===== src/dfs_pkg.sv =====
package dfs_pkg;
   // Sizes of the output terminal set and of the function index.
   localparam int unsigned NUM_TERMINALS = 8;
   localparam int unsigned FUNC_IDX_W    = 5;
   localparam int unsigned NUM_FUNCS     = 18;
   localparam int unsigned CODE_W        = 3;

   // Output function indices; index zero means the terminal is unassigned.
   localparam logic [4:0] FUNC_NONE       = 5'h00;
   localparam logic [4:0] FUNC_READY      = 5'h01;
   localparam logic [4:0] FUNC_WARNING    = 5'h0a;
   localparam logic [4:0] FUNC_FAULT      = 5'h0b;
   localparam logic [4:0] FUNC_CODE_LINE1 = 5'h0c;
   localparam logic [4:0] FUNC_CODE_LINE2 = 5'h0d;
   localparam logic [4:0] FUNC_CODE_LINE3 = 5'h0e;
   localparam logic [4:0] FUNC_LAST       = 5'h11;

   // Terminal polarity settings.
   localparam logic POL_LOW_ACTIVE  = 1'b0;
   localparam logic POL_HIGH_ACTIVE = 1'b1;

   // Code shown when one function is assigned to two terminals, and the idle code.
   localparam logic [2:0] CODE_CONFIG_FAULT = 3'h7;
   localparam logic [2:0] CODE_NONE         = 3'h0;

   // Reset values.
   localparam logic [2:0]  RST_CODE = 3'h0;
   localparam logic [17:0] RST_FUNC = 18'h00000;
endpackage : dfs_pkg


===== src/dfs_fault_status.sv =====
`timescale 1ns/1ps
// Notes on behaviour
// - Faults stop the drive, raise fault output
// - Warnings raise warning output, drive keeps running
// - Fault output stays on while fault present
// - Three code lines show problem type
// - Clear input resets alarm after cause removed
// - Fault type decides whether running may resume
// - Panel request also resets the alarm
// - Any warning-class condition raises warning output
// - Warning alone puts warning code on lines
// - Fault and warning together: fault code wins
// - Ready only after power-on initialisation completes
// - Ready drops whenever a fault occurs
// - Functions reach terminals only when assigned
// - Polarity 0 low active, 1 high active
// - Duplicate terminal assignment raises configuration fault
module dfs_fault_status
(
   // Clock and reset.
   input  wire logic                                       ref_clk_in,
   input  wire logic                                       sys_rst_in,
   // Problem detectors on the drive clock.
   input  wire logic                                       fault_detect_in,
   input  wire logic [dfs_pkg::CODE_W-1:0]                 fault_code_in,
   input  wire logic                                       fault_resumable_in,
   input  wire logic                                       warn_detect_in,
   input  wire logic [dfs_pkg::CODE_W-1:0]                 warn_code_in,
   input  wire logic                                       init_done_in,
   // Reset requests: external pin and local panel pulse.
   input  wire logic                                       fault_clear_input,
   input  wire logic                                       panel_clear_in,
   // Other status functions and terminal configuration.
   input  wire logic [dfs_pkg::NUM_FUNCS-1:0]              aux_func_in,
   input  wire logic [dfs_pkg::NUM_TERMINALS-1:0][4:0]     output_function_index_in,
   input  wire logic [dfs_pkg::NUM_TERMINALS-1:0]          polarity_in,
   // Status toward the drive and the host.
   output logic                                            fault_output,
   output logic                                            warning_out,
   output logic                                            fault_code_line_1,
   output logic                                            fault_code_line_2,
   output logic                                            fault_code_line_3,
   output logic                                            ready_out,
   output logic                                            drive_stop_out,
   output logic                                            config_fault_out,
   output logic      [dfs_pkg::NUM_TERMINALS-1:0]          terminal_out
);
   import dfs_pkg::*;

   logic                   clr_s1;
   logic                   clr_s2;
   logic                   clr_s3;
   logic                   clr_level;
   logic                   next_clr_level;
   logic                   clr_accept;
   logic                   fault_latched;
   logic                   next_fault_latched;
   logic [CODE_W-1:0]      code_latched;
   logic [CODE_W-1:0]      next_code_latched;
   logic                   resumable;
   logic                   next_resumable;
   logic                   run_lock;
   logic                   next_run_lock;
   logic                   warning;
   logic                   next_warning;
   logic [CODE_W-1:0]      code_lines;
   logic [CODE_W-1:0]      next_code_lines;
   logic                   ready;
   logic                   next_ready;
   logic                   stop;
   logic                   next_stop;
   logic                   cfg_fault;
   logic                   fault_now;
   logic [NUM_FUNCS-1:0]   func_state;

   // The clear pin passes three flops; a level counts once stages two and three agree.
   always_comb
   begin
      next_clr_level = (clr_s2 == clr_s3) ? clr_s3 : clr_level;
   end

   // Synchroniser stages and the agreed clear level.
   always_ff @(posedge ref_clk_in)
   begin
      if (sys_rst_in)
      begin
         clr_s1    <= 1'b0;
         clr_s2    <= 1'b0;
         clr_s3    <= 1'b0;
         clr_level <= 1'b0;
      end
      else
      begin
         clr_s1    <= fault_clear_input;
         clr_s2    <= clr_s1;
         clr_s3    <= clr_s2;
         clr_level <= next_clr_level;
      end
   end

   // A reset request is the rising clear level or a panel pulse.
   assign clr_accept = (next_clr_level & ~clr_level) | panel_clear_in;

   // Any fault source present this cycle, including a bad terminal setup.
   assign fault_now = fault_detect_in | cfg_fault;

   // Fault latch: a new fault beats a clear in the same cycle.
   always_comb
   begin
      next_fault_latched = fault_latched;
      next_code_latched  = code_latched;
      next_resumable     = resumable;
      next_run_lock      = run_lock;
      if (fault_now)
      begin
         next_fault_latched = 1'b1;
         if (!fault_latched)
         begin
            next_code_latched = cfg_fault ? CODE_CONFIG_FAULT : fault_code_in;
            next_resumable    = fault_resumable_in & ~cfg_fault;
         end
      end
      else if (fault_latched && clr_accept)
      begin
         next_fault_latched = 1'b0;
         next_code_latched  = CODE_NONE;
         // A run lock, once set, lasts until the next system reset.
         next_run_lock      = run_lock | ~resumable;
      end
   end

   // Outputs: warning, priority code, ready and stop.
   always_comb
   begin
      next_warning    = warn_detect_in;
      next_code_lines = next_fault_latched ? next_code_latched :
                        (warn_detect_in ? warn_code_in : CODE_NONE);
      next_stop       = next_fault_latched | next_run_lock;
      next_ready      = init_done_in & ~next_stop;
   end

   // Registers the fault latch and the status outputs.
   always_ff @(posedge ref_clk_in)
   begin
      if (sys_rst_in)
      begin
         fault_latched <= 1'b0;
         code_latched  <= RST_CODE;
         resumable     <= 1'b0;
         run_lock      <= 1'b0;
         warning       <= 1'b0;
         code_lines    <= RST_CODE;
         ready         <= 1'b0;
         stop          <= 1'b0;
      end
      else
      begin
         fault_latched <= next_fault_latched;
         code_latched  <= next_code_latched;
         resumable     <= next_resumable;
         run_lock      <= next_run_lock;
         warning       <= next_warning;
         code_lines    <= next_code_lines;
         ready         <= next_ready;
         stop          <= next_stop;
      end
   end

   // Collects the function states that the terminals may carry.
   always_comb
   begin
      func_state                  = aux_func_in;
      func_state[FUNC_NONE]       = 1'b0;
      func_state[FUNC_READY]      = ready;
      func_state[FUNC_WARNING]    = warning;
      func_state[FUNC_FAULT]      = fault_latched;
      func_state[FUNC_CODE_LINE1] = code_lines[0];
      func_state[FUNC_CODE_LINE2] = code_lines[1];
      func_state[FUNC_CODE_LINE3] = code_lines[2];
   end

   // Terminal routing with polarity and duplicate detection.
   dfs_terminal_map u_map
   (
      .ref_clk_in    (ref_clk_in),
      .sys_rst_in    (sys_rst_in),
      .func_state_in (func_state),
      .func_idx_in   (output_function_index_in),
      .polarity_in   (polarity_in),
      .terminal_out  (terminal_out),
      .duplicate_out (cfg_fault)
   );

   // Status outputs straight from flops.
   assign fault_output      = fault_latched;
   assign warning_out       = warning;
   assign fault_code_line_1 = code_lines[0];
   assign fault_code_line_2 = code_lines[1];
   assign fault_code_line_3 = code_lines[2];
   assign ready_out         = ready;
   assign drive_stop_out    = stop;
   assign config_fault_out  = cfg_fault;

   fault_sets_a: assert property (@(posedge ref_clk_in) disable iff (sys_rst_in)
      fault_detect_in |=> fault_output && drive_stop_out)
      else $error("fault did not raise fault output and stop");

   fault_holds_a: assert property (@(posedge ref_clk_in) disable iff (sys_rst_in)
      fault_output && !clr_accept |=> fault_output)
      else $error("fault output dropped without a reset request");

   clear_ok_a: assert property (@(posedge ref_clk_in) disable iff (sys_rst_in)
      fault_output && clr_accept && !fault_now |=> !fault_output)
      else $error("accepted reset did not clear the fault");

   warn_no_stop_a: assert property (@(posedge ref_clk_in) disable iff (sys_rst_in)
      warn_detect_in && !fault_output && !run_lock && !fault_now |=> warning_out && !drive_stop_out)
      else $error("warning stopped the drive or was not shown");

   warn_code_a: assert property (@(posedge ref_clk_in) disable iff (sys_rst_in)
      warn_detect_in && !next_fault_latched |=> code_lines == $past(warn_code_in))
      else $error("warning code not shown on code lines");

   fault_prio_a: assert property (@(posedge ref_clk_in) disable iff (sys_rst_in)
      fault_detect_in && !fault_output && !cfg_fault ##1 warn_detect_in && !clr_accept
      |=> code_lines == $past(fault_code_in, 2) && warning_out && fault_output)
      else $error("fault code did not take priority over warning");

   ready_rule_a: assert property (@(posedge ref_clk_in) disable iff (sys_rst_in)
      ready_out |-> !fault_output && $past(init_done_in))
      else $error("ready shown during fault or before initialisation");

   lock_hold_a: assert property (@(posedge ref_clk_in) disable iff (sys_rst_in)
      fault_output && !resumable && clr_accept && !fault_now |=> !ready_out [*2])
      else $error("non-resumable fault allowed running after reset");
endmodule // dfs_fault_status


===== src/dfs_terminal_map.sv =====
`timescale 1ns/1ps
// Routes status functions onto output terminals, applies polarity, flags duplicates.
module dfs_terminal_map
(
   // Clock and reset.
   input  wire logic                                       ref_clk_in,
   input  wire logic                                       sys_rst_in,
   // Function states and terminal configuration.
   input  wire logic [dfs_pkg::NUM_FUNCS-1:0]              func_state_in,
   input  wire logic [dfs_pkg::NUM_TERMINALS-1:0][4:0]     func_idx_in,
   input  wire logic [dfs_pkg::NUM_TERMINALS-1:0]          polarity_in,
   // Terminal levels and duplicate detection.
   output logic      [dfs_pkg::NUM_TERMINALS-1:0]          terminal_out,
   output logic                                            duplicate_out
);
   import dfs_pkg::*;

   logic [NUM_TERMINALS-1:0] next_terminal;
   logic                     next_duplicate;

   // True for an index that names a real status function.
   function automatic logic func_assigned(input logic [4:0] idx);
      return (idx != FUNC_NONE) && (idx <= FUNC_LAST);
   endfunction

   // Looks up whether a function index is assigned and currently active.
   function automatic logic func_active(input logic [4:0] idx,
                                        input logic [NUM_FUNCS-1:0] state);
      if (!func_assigned(idx))
         return 1'b0;
      return state[idx];
   endfunction

   // Drives each terminal; unassigned terminals sit at their inactive level.
   always_comb
   begin
      next_terminal  = '0;
      next_duplicate = 1'b0;
      for (int t = 0; t < NUM_TERMINALS; t++)
      begin
         next_terminal[t] = func_active(func_idx_in[t], func_state_in)
                            ~^ polarity_in[t];
         for (int u = t + 1; u < NUM_TERMINALS; u++)
         begin
            // Out-of-range indices are unassigned, so they never collide.
            if (func_assigned(func_idx_in[t]) && func_idx_in[t] == func_idx_in[u])
               next_duplicate = 1'b1;
         end
      end
   end

   // Registers terminal levels and the duplicate flag.
   always_ff @(posedge ref_clk_in)
   begin
      if (sys_rst_in)
      begin
         terminal_out  <= '0;
         duplicate_out <= 1'b0;
      end
      else
      begin
         terminal_out  <= next_terminal;
         duplicate_out <= next_duplicate;
      end
   end
endmodule // dfs_terminal_map


===== config.mk =====
export PLATFORM = sky130hd
export DESIGN_NAME = dfs_fault_status
export DESIGN_NICKNAME = d
export VERILOG_FILES = /design/src/dfs_pkg.sv /design/src/dfs_fault_status.sv /design/src/dfs_terminal_map.sv
export SDC_FILE = /design/constraint.sdc
export NUM_CORES = 1
export LEC_CHECK = 0
export BUFFER_PORTS_ARGS = -buffer_cell sky130_fd_sc_hd__buf_4
export CORE_UTILIZATION = 56
export CTS_BUF_LIST = sky130_fd_sc_hd__clkbuf_8
export DETAILED_ROUTE_END_ITERATION = 12
export PLACE_DENSITY_LB_ADDON = 0.12
export SYNTH_ARGS = -nofsm -noshare
export SYNTH_HDL_FRONTEND = slang
export SYNTH_SLANG_ARGS = --single-unit

===== constraint.sdc =====
create_clock -name ref_clk_in -period 2.4 [get_ports ref_clk_in]
set_clock_uncertainty 0.15 [all_clocks]
set_input_delay 0.24 -clock ref_clk_in [delete_from_list [all_inputs] [get_ports ref_clk_in]]
set_output_delay 0.24 -clock ref_clk_in [all_outputs]
set_load 0.02 [all_outputs]

# Yosys cells after proc, flatten, opt, wreduce, memory -nomap -nowiden
# Index checks and enable logic that the tools add are counted.
# Widths: inputs -> output; s select.
# totals
regBits,25
output_inout_bits,16
# classes
order_cmp,16
n_eq_ne,29
mux,63
bitwise,20
reduce_logical,46
# ops
operator,n
$eq 5x5->1,28
$mux 1,49
$lt 5x6->1 const B,8
$bmux 1 s5,8
$le 5x5->1 const B,8
$reduce_bool 5->1,8
$logic_and 1x1->1,37
$mux 3,6
$xnor 1x1->1,8
$not 1->1,5
$or 1x1->1,4
$and 1x1->1,3
$reduce_and 2->1,1
$eq 1x1->1,1

# Depth between registers and ports, before layout
# Gate-level depths: netlist of run 1.
# logic_depth
word_depth,31
mapped_depth,8
ltp_nobuf,6

# Modules after synthesis
# Synthesis of run 1 repeated with hierarchy kept, for this count alone.
# hier_totals
cells_unflattened,465
area_unflattened_um2,4107.7
# modules_own_cells
module,instances,cells_per_inst,area_per_inst_um2,seq_area_each_um2
dfs_terminal_map,1,397,3437.0,180.2
dfs_fault_status,1,68,670.6,320.3

# Worst setup path after synthesis of run 1
# OpenSTA, ideal clock, no wires.
# synth_timing
path_type,reg2reg
start,reg fault_latched (netlist: fault_output)
end,reg u_map.terminal_out[2] in the netlist's numbering
t_arrival_ns,1.784
t_required_ns,2.122
setup_slack_ns,0.338
path_stages_with_launch,7
period_less_slack_ns,2.062
path_cell_list,dfxtp_1 > buf_2 > mux4_2 > mux4_2 > o211ai_2 > xnor2_1 > nor2_1
# synth_between
elab_chain_cells,4
# synth_rtl
item,line,rtl
from (decl),dfs_fault_status.sv:56,logic fault_latched;
from (signal assigned),dfs_fault_status.sv:158,fault_latched <= next_fault_latched;
$bmux 1 s5,dfs_terminal_map.sv:31,return state[idx];
$mux 1 (not written as such),dfs_terminal_map.sv:31,
$mux 1,dfs_terminal_map.sv:31,
$xnor 1x1->1,dfs_terminal_map.sv:41,"next_terminal[t] = func_active(func_idx_in[t], func_state_in)"
to (signal assigned),dfs_terminal_map.sv:62,terminal_out <= next_terminal;
to (decl),dfs_terminal_map.sv:13,"output logic [dfs_pkg::NUM_TERMINALS-1:0] terminal_out,"
# No other way between the ends. The select of a mux whose other input is x is not followed.
# A chain may end at the register's enable or synchronous reset.

# Worst setup path after layout of run 1
# layout_timing
start,reg fault_latched (netlist: fault_output)
end,reg u_map.terminal_out[3] in the netlist's numbering
# Same word-level chain as after synthesis.

==> key figures, run 1 <==
Layout
  • Final #Nets: about 560
  • Commonest non-fill, non-tap cells in the layout: 88 x buf_4, 84 x xnor2_1, 64 x xor2_1
  • Share of cells above drive strength 1: 26.71%
  • Final cell count without fillers: 560
  • Most common cell after layout, fill and taps aside: buf_4
  • Final Cell Area: 0.004462 mm^2
  • # diodes: 0
  • Area growth from synthesis to layout: 15.37%
  • Fill count: 560

STA
  • Slew Limit Fails: 0
  • Count of final hold-check violations: 0
  • Max frequency: 473.1 MHz
  • RSZ-0062 raised after global routing: false
  • Slew HR: 72.14%
  • Final setup fails: 0
  • Minimum clock period: 2114 ps
  • Final hold slack: about 38 ps
  • Slew @ Worst Pin: 417.3 ps
  • Setup TNS: 0 ps
  • Fin crit share: 88.07%

Global routing
  • Vias in the first global route: around 3.3k
  • GRT overflow: 0
  • Largest net degree at the start of global routing: 24
  • First-pass GRT wire length: ~18000 um
  • Gr usage total: 33.13%
  • Initial antenna violation count: 0

Power and ir drop
  • Power density of the placed cells: roughly 370 mW/mm^2
  • Final Power: between 1.5 and 2 mW
  • VDD IR max: 0.3954 mV
  • Static leakage: between 1.5 and 2 nW

Floorplanning
  • I/O pin count: 96
  • Die X: 85.11 um
  • Die ar.: approximately 0.0072 mm^2
  • Starting density of the core: slightly below 60%
  • Die Y-Extent: 85.11 um
  • Site Rows: 29
  • Total core area: 0.006495 mm^2

CTS
  • CTS resizes: 0
  • Clock-pin slew on the worst setup and hold paths: 80 ps
  • Hold buffer count at CTS: 0
  • Root Buffer Master: clkbuf_8
  • CTS tree: yes
  • Clock buffer depth: 2
  • Num Clock Sinks: 25
  • Post-CTS Setup Repair Bufs: 0
  • Worst skew pair latency: 260 ps
  • H-tree depth: 1
  • CTS Buf Count: 3

Route
  • Violation count after the first detailed-route iteration: 370
  • Vias per Instance: 6.539
  • Vias: 3662
  • Total Wirelength: 11620 um
  • WL per Instance: a little over 20 um
  • Routed Antenna Nets: 0
  • 1st-pass router iterations: 5
  • DRC errors left: 0

Yosys
  • Post-synth top area share: between 10% and 20%
  • Sequential share of the synthesized area: roughly 13%
  • Number of synthesized flops with an enable pin: 0
  • Syn Inst Count: roughly 440
  • Synth area leaders: xnor2_1 19%, mux4_2 17%, xor2_1 14%
  • Synthesized flop and latch total: 25
  • Yosys cell types: 35
  • FFs w/ async S/R, synth: 0%
  • Most used DFF post-synth: dfxtp_1
  • Syn_nets: 519
  • Synth warn: 0
  • Dominant cell type by area after synthesis: xnor2_1
  • Post-Synthesis Cell Area: 0.003867 mm^2
  • Synth Area per Inst: about 8.8 um^2

Flow run
  • Max-Cap Viols: 0

Place
  • PortBufs: 88
  • Placed cell area: around 0.0044 mm^2
  • Routability congestion estimate: 0.9582
  • Cells after DPL: ~560
  • Detailed Place HPWL: 8139 um

Outcome
  • Outcome: finished, final reports clean

Setup path
  • Setup crit end kind: flop
  • Critical path type: reg2reg
  • Worst Path Required: between 2000 and 2500 ps
  • Worst EP arrival: 2110 ps
  • Critical path startpoint category: flop
  • Crit path max fanout: 13

Worst hold path
  • Worst Hold Class: in2reg
-- per-stage QoR --
| step | utilization [%] | setup slack, ps |
|---|---|---|
| after detailed placement | 68.00 | 180.8 |
| after global placement | 68.00 | 214.9 |
| after CTS | 68.70 | 302.5 |
| final | 68.70 | 286.2 |
| after floorplan | - | 338.5 |
| after global routing | 68.70 | 200.1 |
-- cells in the mapped netlist (all sizes together) (3+ instances only) --
library cell / number
a21oi: 10
a31oi: 3
buf: 21
clkbuf: 27
dfxtp: 25
mux2i: 24
mux4: 32
nand2: 19
nand3: 29
nor2: 22
nor2b: 4
nor3: 29
o211ai: 7
o21ai: 5
o22a: 3
o22ai: 4
o31ai: 7
or3: 7
xnor2: 84
xor2: 64
-- where the power goes --
part | total (mW) | switching [mW] | leakage, nW | internal [mW]
clock network | 0.237 | 0.123 | 0.0269 | 0.114
logic | 0.917 | 0.470 | 1.50 | 0.447
registers | 0.500 | 0.0438 | 0.207 | 0.456
-- critical path, stage by stage, from the launching register on --
cell and delay, ps:
dfxtp_1 450, mux4_2 520, mux4_2 520, o211ai_2 190
xnor2_1 130, nor2_1 50
-- flip-flops by register name (all words and copies together) (netlist names) --
name                 count
u_map.terminal_out       8
code_latched             3
code_lines               3
clr_level                1
clr_s1                   1
clr_s2                   1
clr_s3                   1
drive_stop_out           1
fault_output             1
ready_out                1
resumable                1
run_lock                 1
u_map.duplicate_out      1
warning_out              1
-- cell type report --
cell class	count	area [um^2]	area share, %
multi-input cells	365	3156	70.72
repair buffers	88	660.6	14.81
flip-flops and latches	25	500.5	11.22
well taps	77	96.34	2.159
clock buffers	3	41.29	0.9254
clock inverters	1	3.754	0.08413
inverters	1	3.754	0.08413
-- logic make-up (layout without fill, tap and decap cells) --
logic type | Yosys count | count (layout) | synth area share [%]
AO/OA/AOI/OAI | 44 | 44 | 8.412
XOR/XNOR | 148 | 148 | 33.52
buffers and inverters | 49 | 93 | 5.467
flip-flops | 25 | 25 | 12.94
multiplexers | 56 | 56 | 25.04
AND/OR/NAND/NOR | 117 | 117 | 14.62
-- final timing paths --
path,from,end,depth (start not counted),slack [ps]
worst max-delay path,fault_output$_SDFF_PP0_,u_map.terminal_out[3]$_SDFF_PP0_,5,290
worst min-delay path,fault_clear_input,clr_s1$_SDFF_PP0_,2,40
worst max register to register,fault_output$_SDFF_PP0_,u_map.terminal_out[3]$_SDFF_PP0_,5,290
worst min register to register,clr_s1$_SDFF_PP0_,clr_s2$_SDFF_PP0_,1,290
-- per-layer routing --
metal | global-route usage (%) | routed length [um] | part of all wire [%] | up-vias
li1 | - | - | - | 1635
met5 | 0 | 0 | 0 | -
met2 | 52.35 | 5363 | 46 | 234
met4 | 7.550 | 227 | 2.0 | 0
met3 | 4.183 | 1071 | 9.2 | 24
met1 | 48.49 | 4960 | 43 | 1769
(Power assumes the default switching activity.)
==> run 2, diff against run 1 <==
--- a/config.mk
+++ b/config.mk
@@ -6,7 +6,9 @@
 export NUM_CORES = 1
 export LEC_CHECK = 0
 export BUFFER_PORTS_ARGS = -buffer_cell sky130_fd_sc_hd__buf_4
-export CORE_UTILIZATION = 56
+export CELL_PAD_IN_SITES_DETAIL_PLACEMENT = 1
+export CELL_PAD_IN_SITES_GLOBAL_PLACEMENT = 1
+export CORE_UTILIZATION = 42
 export CTS_BUF_LIST = sky130_fd_sc_hd__clkbuf_8
 export DETAILED_ROUTE_END_ITERATION = 12
 export PLACE_DENSITY_LB_ADDON = 0.12
==> run 2 against run 1 <==
Against the previous run:
- the flow now finishes with violations (design-rule violations)
- sequential power up 2%
- count of clock-buffer cells in the layout unchanged
- die area up 32%
- non-clock buffer count up 2
- design area up 1.3%
- register-to-register slack worse by 70 ps
- via count down 2.8%
- worst hold slack worse by 14 ps
- combinational power up 1%
- worst setup slack worse by 73 ps
- sequential share of layout area down 0.15 points
- cell count up 5.9%
==> key figures, run 2 (synthesis gave the netlist of run 1 again) <==
Setup path
  • Worst reg2reg path depth: 5
  • Setup crit end kind: flop
  • Critical path startpoint category: flop
  • Critical path type: reg2reg
  • Worst EP arrival: 2210 ps
  • Crit path max fanout: 13
  • Worst Path Required: 2420 ps

CTS
  • H-tree depth: 1
  • CTS tree: yes
  • Hold buffer count at CTS: 0
  • CTS Buf Count: 3
  • Clock-pin slew on the worst setup and hold paths: 110 ps
  • Root Buffer Master: clkbuf_8
  • Num Clock Sinks: 25
  • Clock buffer depth: 2
  • CTS resizes: 0
  • Post-CTS Setup Repair Bufs: 0
  • Worst skew pair latency: 290 ps

Power and ir drop
  • VDD IR max: approximately 0.26 mV
  • Power density of the placed cells: between 300 and 400 mW/mm^2
  • Final Power: 1.717 mW
  • Static leakage: 1.742 nW

Route
  • Routed Antenna Nets: 0
  • Total Wirelength: 13330 um
  • Violation count after the first detailed-route iteration: ~210
  • 1st-pass router iterations: 9
  • WL per Instance: 22.48 um
  • Vias: ~3.6k
  • DRC errors left: 3
  • Vias per Instance: roughly 6.0

STA
  • RSZ-0062 raised after global routing: false
  • Slew Limit Fails: 0
  • Minimum clock period: 2187 ps
  • Final hold slack: 23.58 ps
  • Final setup fails: 0
  • Slew @ Worst Pin: between 400 and 500 ps
  • Max frequency: 457.3 MHz
  • Setup TNS: 0 ps
  • Fin crit share: 91.11%
  • Slew HR: between 60% and 70%
  • Count of final hold-check violations: 0

Floorplanning
  • Site Rows: 34
  • Die X: 97.96 um
  • Starting density of the core: between 40 and 50%
  • Die Y-Extent: 97.96 um
  • I/O pin count: 96
  • Total core area: ~0.009 mm^2
  • Die ar.: between 0.009 and 0.01 mm^2

Outcome
  • Failing checks: design-rule violations
  • Outcome: complete, but fails checks

Layout
  • Most common cell after layout, fill and taps aside: buf_4
  • Max FFs per register: 8
  • Commonest non-fill, non-tap cells in the layout: 90 x buf_4, 84 x xnor2_1, 64 x xor2_1
  • Largest Register: u_map.terminal_out
  • Final #Nets: 566
  • Biggest registers after layout: u_map.terminal_out: 8 flops, code_latched: 3 flops, code_lines: 3 flops
  • Fill count: 1040
  • Share of cells above drive strength 1: 27.22%
  • # diodes: 0
  • Area growth from synthesis to layout: 16.89%

Global routing
  • Initial antenna violation count: 0
  • Vias in the first global route: 3826
  • Largest net degree at the start of global routing: 24
  • Gr usage total: 29.29%
  • First-pass GRT wire length: 21740 um
  • GRT overflow: 0

Worst hold path
  • Worst Hold Class: in2reg
  • Hold Crit Depth: 2

Place
  • PortBufs: 88
  • Detailed Place HPWL: 9790 um
  • Routability congestion estimate: 0.8513

Flow run
  • Max-Cap Viols: 0
==> run 2: cell count changes in the layout (fill, tap and decap cells not counted), sizes merged <==
cell,change
buf,+2
==> run 2: worst max-delay path, cell delays in order, from the launching register on <==
cell	delay, ps
dfxtp_1	480
mux4_2	520
mux4_2	490
o211ai_1	230
xnor2_1	150
nor2_1	50
==> run 2: per-stage QoR <==
stage	instances	worst slack (ps)	utilization, %	area [um^2]
detailed placement	589	195.7	50.77	4471
CTS	593	214.3	51.34	4521
floorplan	439	338.5	-	3867
global placement	589	245.4	50.77	4471
global route	593	101.4	51.34	4521
finish	593	213.4	51.34	4521
==> run 2: final cells by class <==
class / instances / area (um^2) / share of cell area, %
clock buffers: 3 / 41.29 / 0.9134
flip-flops and latches: 25 / 500.5 / 11.07
well taps: 108 / 135.1 / 2.989
multi-input cells: 365 / 3156 / 69.80
repair buffers: 90 / 675.6 / 14.95
clock inverters: 1 / 8.758 / 0.1937
inverters: 1 / 3.754 / 0.08303
==> run 2: worst paths after layout <==
kind | start | endpoint | slack [ps]
worst max-delay path | fault_output$_SDFF_PP0_ | u_map.terminal_out[0]$_SDFF_PP0_ | 210
worst min-delay path | fault_clear_input | clr_s1$_SDFF_PP0_ | 20
worst max register to register | fault_output$_SDFF_PP0_ | u_map.terminal_out[0]$_SDFF_PP0_ | 210
worst min register to register | clr_s1$_SDFF_PP0_ | clr_s2$_SDFF_PP0_ | 300
==> run 2: report_power, final <==
group / total (mW) / internal (mW) / switching (mW)
Clock: 0.283 / 0.122 / 0.160
Combinational: 0.926 / 0.449 / 0.477
Sequential: 0.508 / 0.456 / 0.0515
Total: 1.72 / 1.03 / 0.689
==> run 2: per-layer routing <==
metal / vias to the layer above / track usage [%] / share of wire, %
met5: - / 0 / 0
met4: 0 / 6.993 / 1.7
met3: 19 / 3.579 / 4.7
met2: 123 / 50.49 / 50
met1: 1781 / 39.00 / 44
li1: 1637 / - / -
==> run 3, diff against run 2 <==
--- a/config.mk
+++ b/config.mk
@@ -5,12 +5,13 @@
 export SDC_FILE = /design/constraint.sdc
 export NUM_CORES = 1
 export LEC_CHECK = 0
-export BUFFER_PORTS_ARGS = -buffer_cell sky130_fd_sc_hd__buf_4
 export CELL_PAD_IN_SITES_DETAIL_PLACEMENT = 1
 export CELL_PAD_IN_SITES_GLOBAL_PLACEMENT = 1
-export CORE_UTILIZATION = 42
+export CORE_UTILIZATION = 50
 export CTS_BUF_LIST = sky130_fd_sc_hd__clkbuf_8
+export CTS_CLUSTER_SIZE = 16
 export DETAILED_ROUTE_END_ITERATION = 12
+export DONT_BUFFER_PORTS = 1
 export PLACE_DENSITY_LB_ADDON = 0.12
 export SYNTH_ARGS = -nofsm -noshare
 export SYNTH_HDL_FRONTEND = slang
==> run 3 against run 2 <==
Against the previous run:
- the flow finishes with violations (negative hold slack)
- worst hold slack got worse by 30 ps
- die area fell by 16%
- sequential power rose by 6.9%
- count of clock-buffer cells in the layout did not move
- power fell by 21%
- routed wire length fell by 5.2%
- worst setup slack got worse by 52 ps
- critical path type unchanged
- largest power group unchanged
==> key figures, run 3 (synthesis gave the netlist of run 1 again) <==
Outcome
  • Failing checks: negative hold slack
  • Outcome: complete, but fails checks

Route
  • Routed Antenna Nets: 0
  • WL per Instance: 24.92 um
  • DRC errors left: 0
  • Violation count after the first detailed-route iteration: between 200 and 250
  • Total Wirelength: 12640 um
  • Vias: 3315
  • 1st-pass router iterations: 4
  • Vias per Instance: 6.538

Power and ir drop
  • Final Power: 1.356 mW
  • VDD IR max: 0.2769 mV
  • Static leakage: 1.360 nW
  • Power density of the placed cells: approximately 340 mW/mm^2

Floorplanning
  • I/O pin count: 96
  • Die ar.: approximately 0.0081 mm^2
  • Total core area: between 0.007 and 0.008 mm^2
  • Starting density of the core: 52.48%
  • Die Y-Extent: 89.95 um
  • Die X: 89.95 um
  • Site Rows: 31

CTS
  • Post-CTS Setup Repair Bufs: 0
  • Worst skew pair latency: 270 ps
  • CTS Buf Count: 3
  • H-tree depth: 1
  • CTS resizes: 0
  • CTS tree: yes
  • Root Buffer Master: clkbuf_8
  • Num Clock Sinks: 25
  • Clock-pin slew on the worst setup and hold paths: 80 ps
  • Clock buffer depth: 2

Layout
  • Max FFs per register: 8
  • Biggest registers after layout: u_map.terminal_out: 8 flops, code_latched: 3 flops, code_lines: 3 flops
  • Share of cells above drive strength 1: a little over a tenth
  • Largest Register: u_map.terminal_out
  • Area taken by multi-input logic gates: 0.003156 mm^2
  • # diodes: 0
  • Area growth from synthesis to layout: 2.232%
  • Final #Nets: 489
  • Fill count: slightly below 900
  • Most common cell after layout, fill and taps aside: xnor2_1
  • Commonest non-fill, non-tap cells in the layout: 84 x xnor2_1, 64 x xor2_1, 30 x mux4_2
  • FF/Latch Area: 500.5 um^2
  • Final cell count without fillers: 507
  • Final core occ: around 54%

Worst hold path
  • Hold Crit Start: warn_code_in[1]
  • Hold endpoint: code_lines[1]$_SDFF_PP0_
  • Hold Crit Depth: 2
  • Worst Hold Class: in2reg

Global routing
  • Initial antenna violation count: 0
  • Met1 Use GR: 41.51%
  • Met2 GRT Util: 52.37%
  • Met3 Use GR: 8.968%
  • Vias in the first global route: around 3.5k
  • Gr usage total: 31.73%
  • Grt peak-use layer: met2
  • GRT overflow: 0
  • First-pass GRT wire length: around 20000 um
  • Largest net degree at the start of global routing: 22

Place
  • PortBufs: 0
  • Routability congestion estimate: 0.8123
  • Cells after DPL: 492
  • Detailed Place HPWL: 9001 um

Setup path
  • CP startpoint: code_lines[0]$_SDFF_PP0_
  • Worst R2R End: u_map.terminal_out[5]$_SDFF_PP0_
  • R2r startpoint: code_lines[0]$_SDFF_PP0_
  • R2R Setup Slk: ~160 ps
  • Worst Path Required: 2370 ps
  • Setup crit end kind: flop
  • Worst EP arrival: 2210 ps
  • Crit path max fanout: 9
  • Worst reg2reg path depth: 5
  • Critical path type: reg2reg
  • Critical path startpoint category: flop

STA
  • Setup TNS: 0 ps
  • Slew Limit Fails: 0
  • Slew HR: ~44%
  • Fin crit share: 93.28%
  • Slew @ Worst Pin: 838.0 ps
  • Count of final hold-check violations: 1
  • Final setup fails: 0
  • Final hold slack: -6.709 ps
  • Minimum clock period: around 2200 ps
  • RSZ-0062 raised after global routing: false
  • Max frequency: between 400 and 500 MHz

Flow run
  • Max-Cap Viols: 0
## run 3: routing by layer
| layer | part of all wire, % | vias up |
|---|---|---|
| met3 | 8.0 | 18 |
| met4 | 2.1 | 0 |
| met5 | 0 | - |
| met1 | 42 | 1686 |
| li1 | - | 1481 |
| met2 | 47 | 130 |
## run 3: how the worst max path moves through the flow
| stage | to | slack [ps] | cells after the start |
|---|---|---|---|
| after CTS | u_map.terminal_out[3]$_SDFF_PP0_ | 190 | 5 |
| final | u_map.terminal_out[5]$_SDFF_PP0_ | 160 | 5 |
| after detailed placement | u_map.terminal_out[3]$_SDFF_PP0_ | 240 | 5 |
| after global routing | u_map.terminal_out[0]$_SDFF_PP0_ | 60 | 5 |
| after floorplan | u_map.terminal_out[2]$_SDFF_PP0_ | 340 | 6 |
| after global placement | u_map.terminal_out[0]$_SDFF_PP0_ | 270 | 5 |
## run 3: report_power, final
part           internal [mW]  switching, mW  total, mW
combinational          0.364          0.209      0.572
sequential             0.457         0.0864      0.543
clock                  0.114          0.127      0.241
total                  0.935          0.422       1.36
## run 3: layout make-up
cell class,count,area share (%)
clock inverter,1,0.09494
clock buffer,3,1.044
sequential,25,12.66
tap,99,3.133
multi-input combinational,365,79.81
timing repair buffer,13,3.165
inverter,1,0.09494
## run 3: what timing repair did
| action | in CTS | in global routing |
|---|---|---|
| hold buffers | 11 | 0 |
| endpoints found under the setup margin | 0 | 0 |
| hold endpoints to repair | 21 | 0 |
## run 3: per-stage QoR
| stage | instance area (um^2) | setup slack [ps] |
|---|---|---|
| 2_1_floorplan | 3867 | 338.5 |
| 3_3_place_gp | 3799 | 269.7 |
| 3_5_place_dp | 3799 | 242.0 |
| 4_1_cts | 3954 | 191.5 |
| 5_1_grt | 3954 | 56.45 |
| 6_report | 3954 | 161.3 |
## run 3: critical path, stage by stage, from the launching register on
cell      delay (ps)
dfxtp_1          500
mux4_2           520
mux4_2           490
o211ai_2         210
xnor2_1          150
nor2_1            70
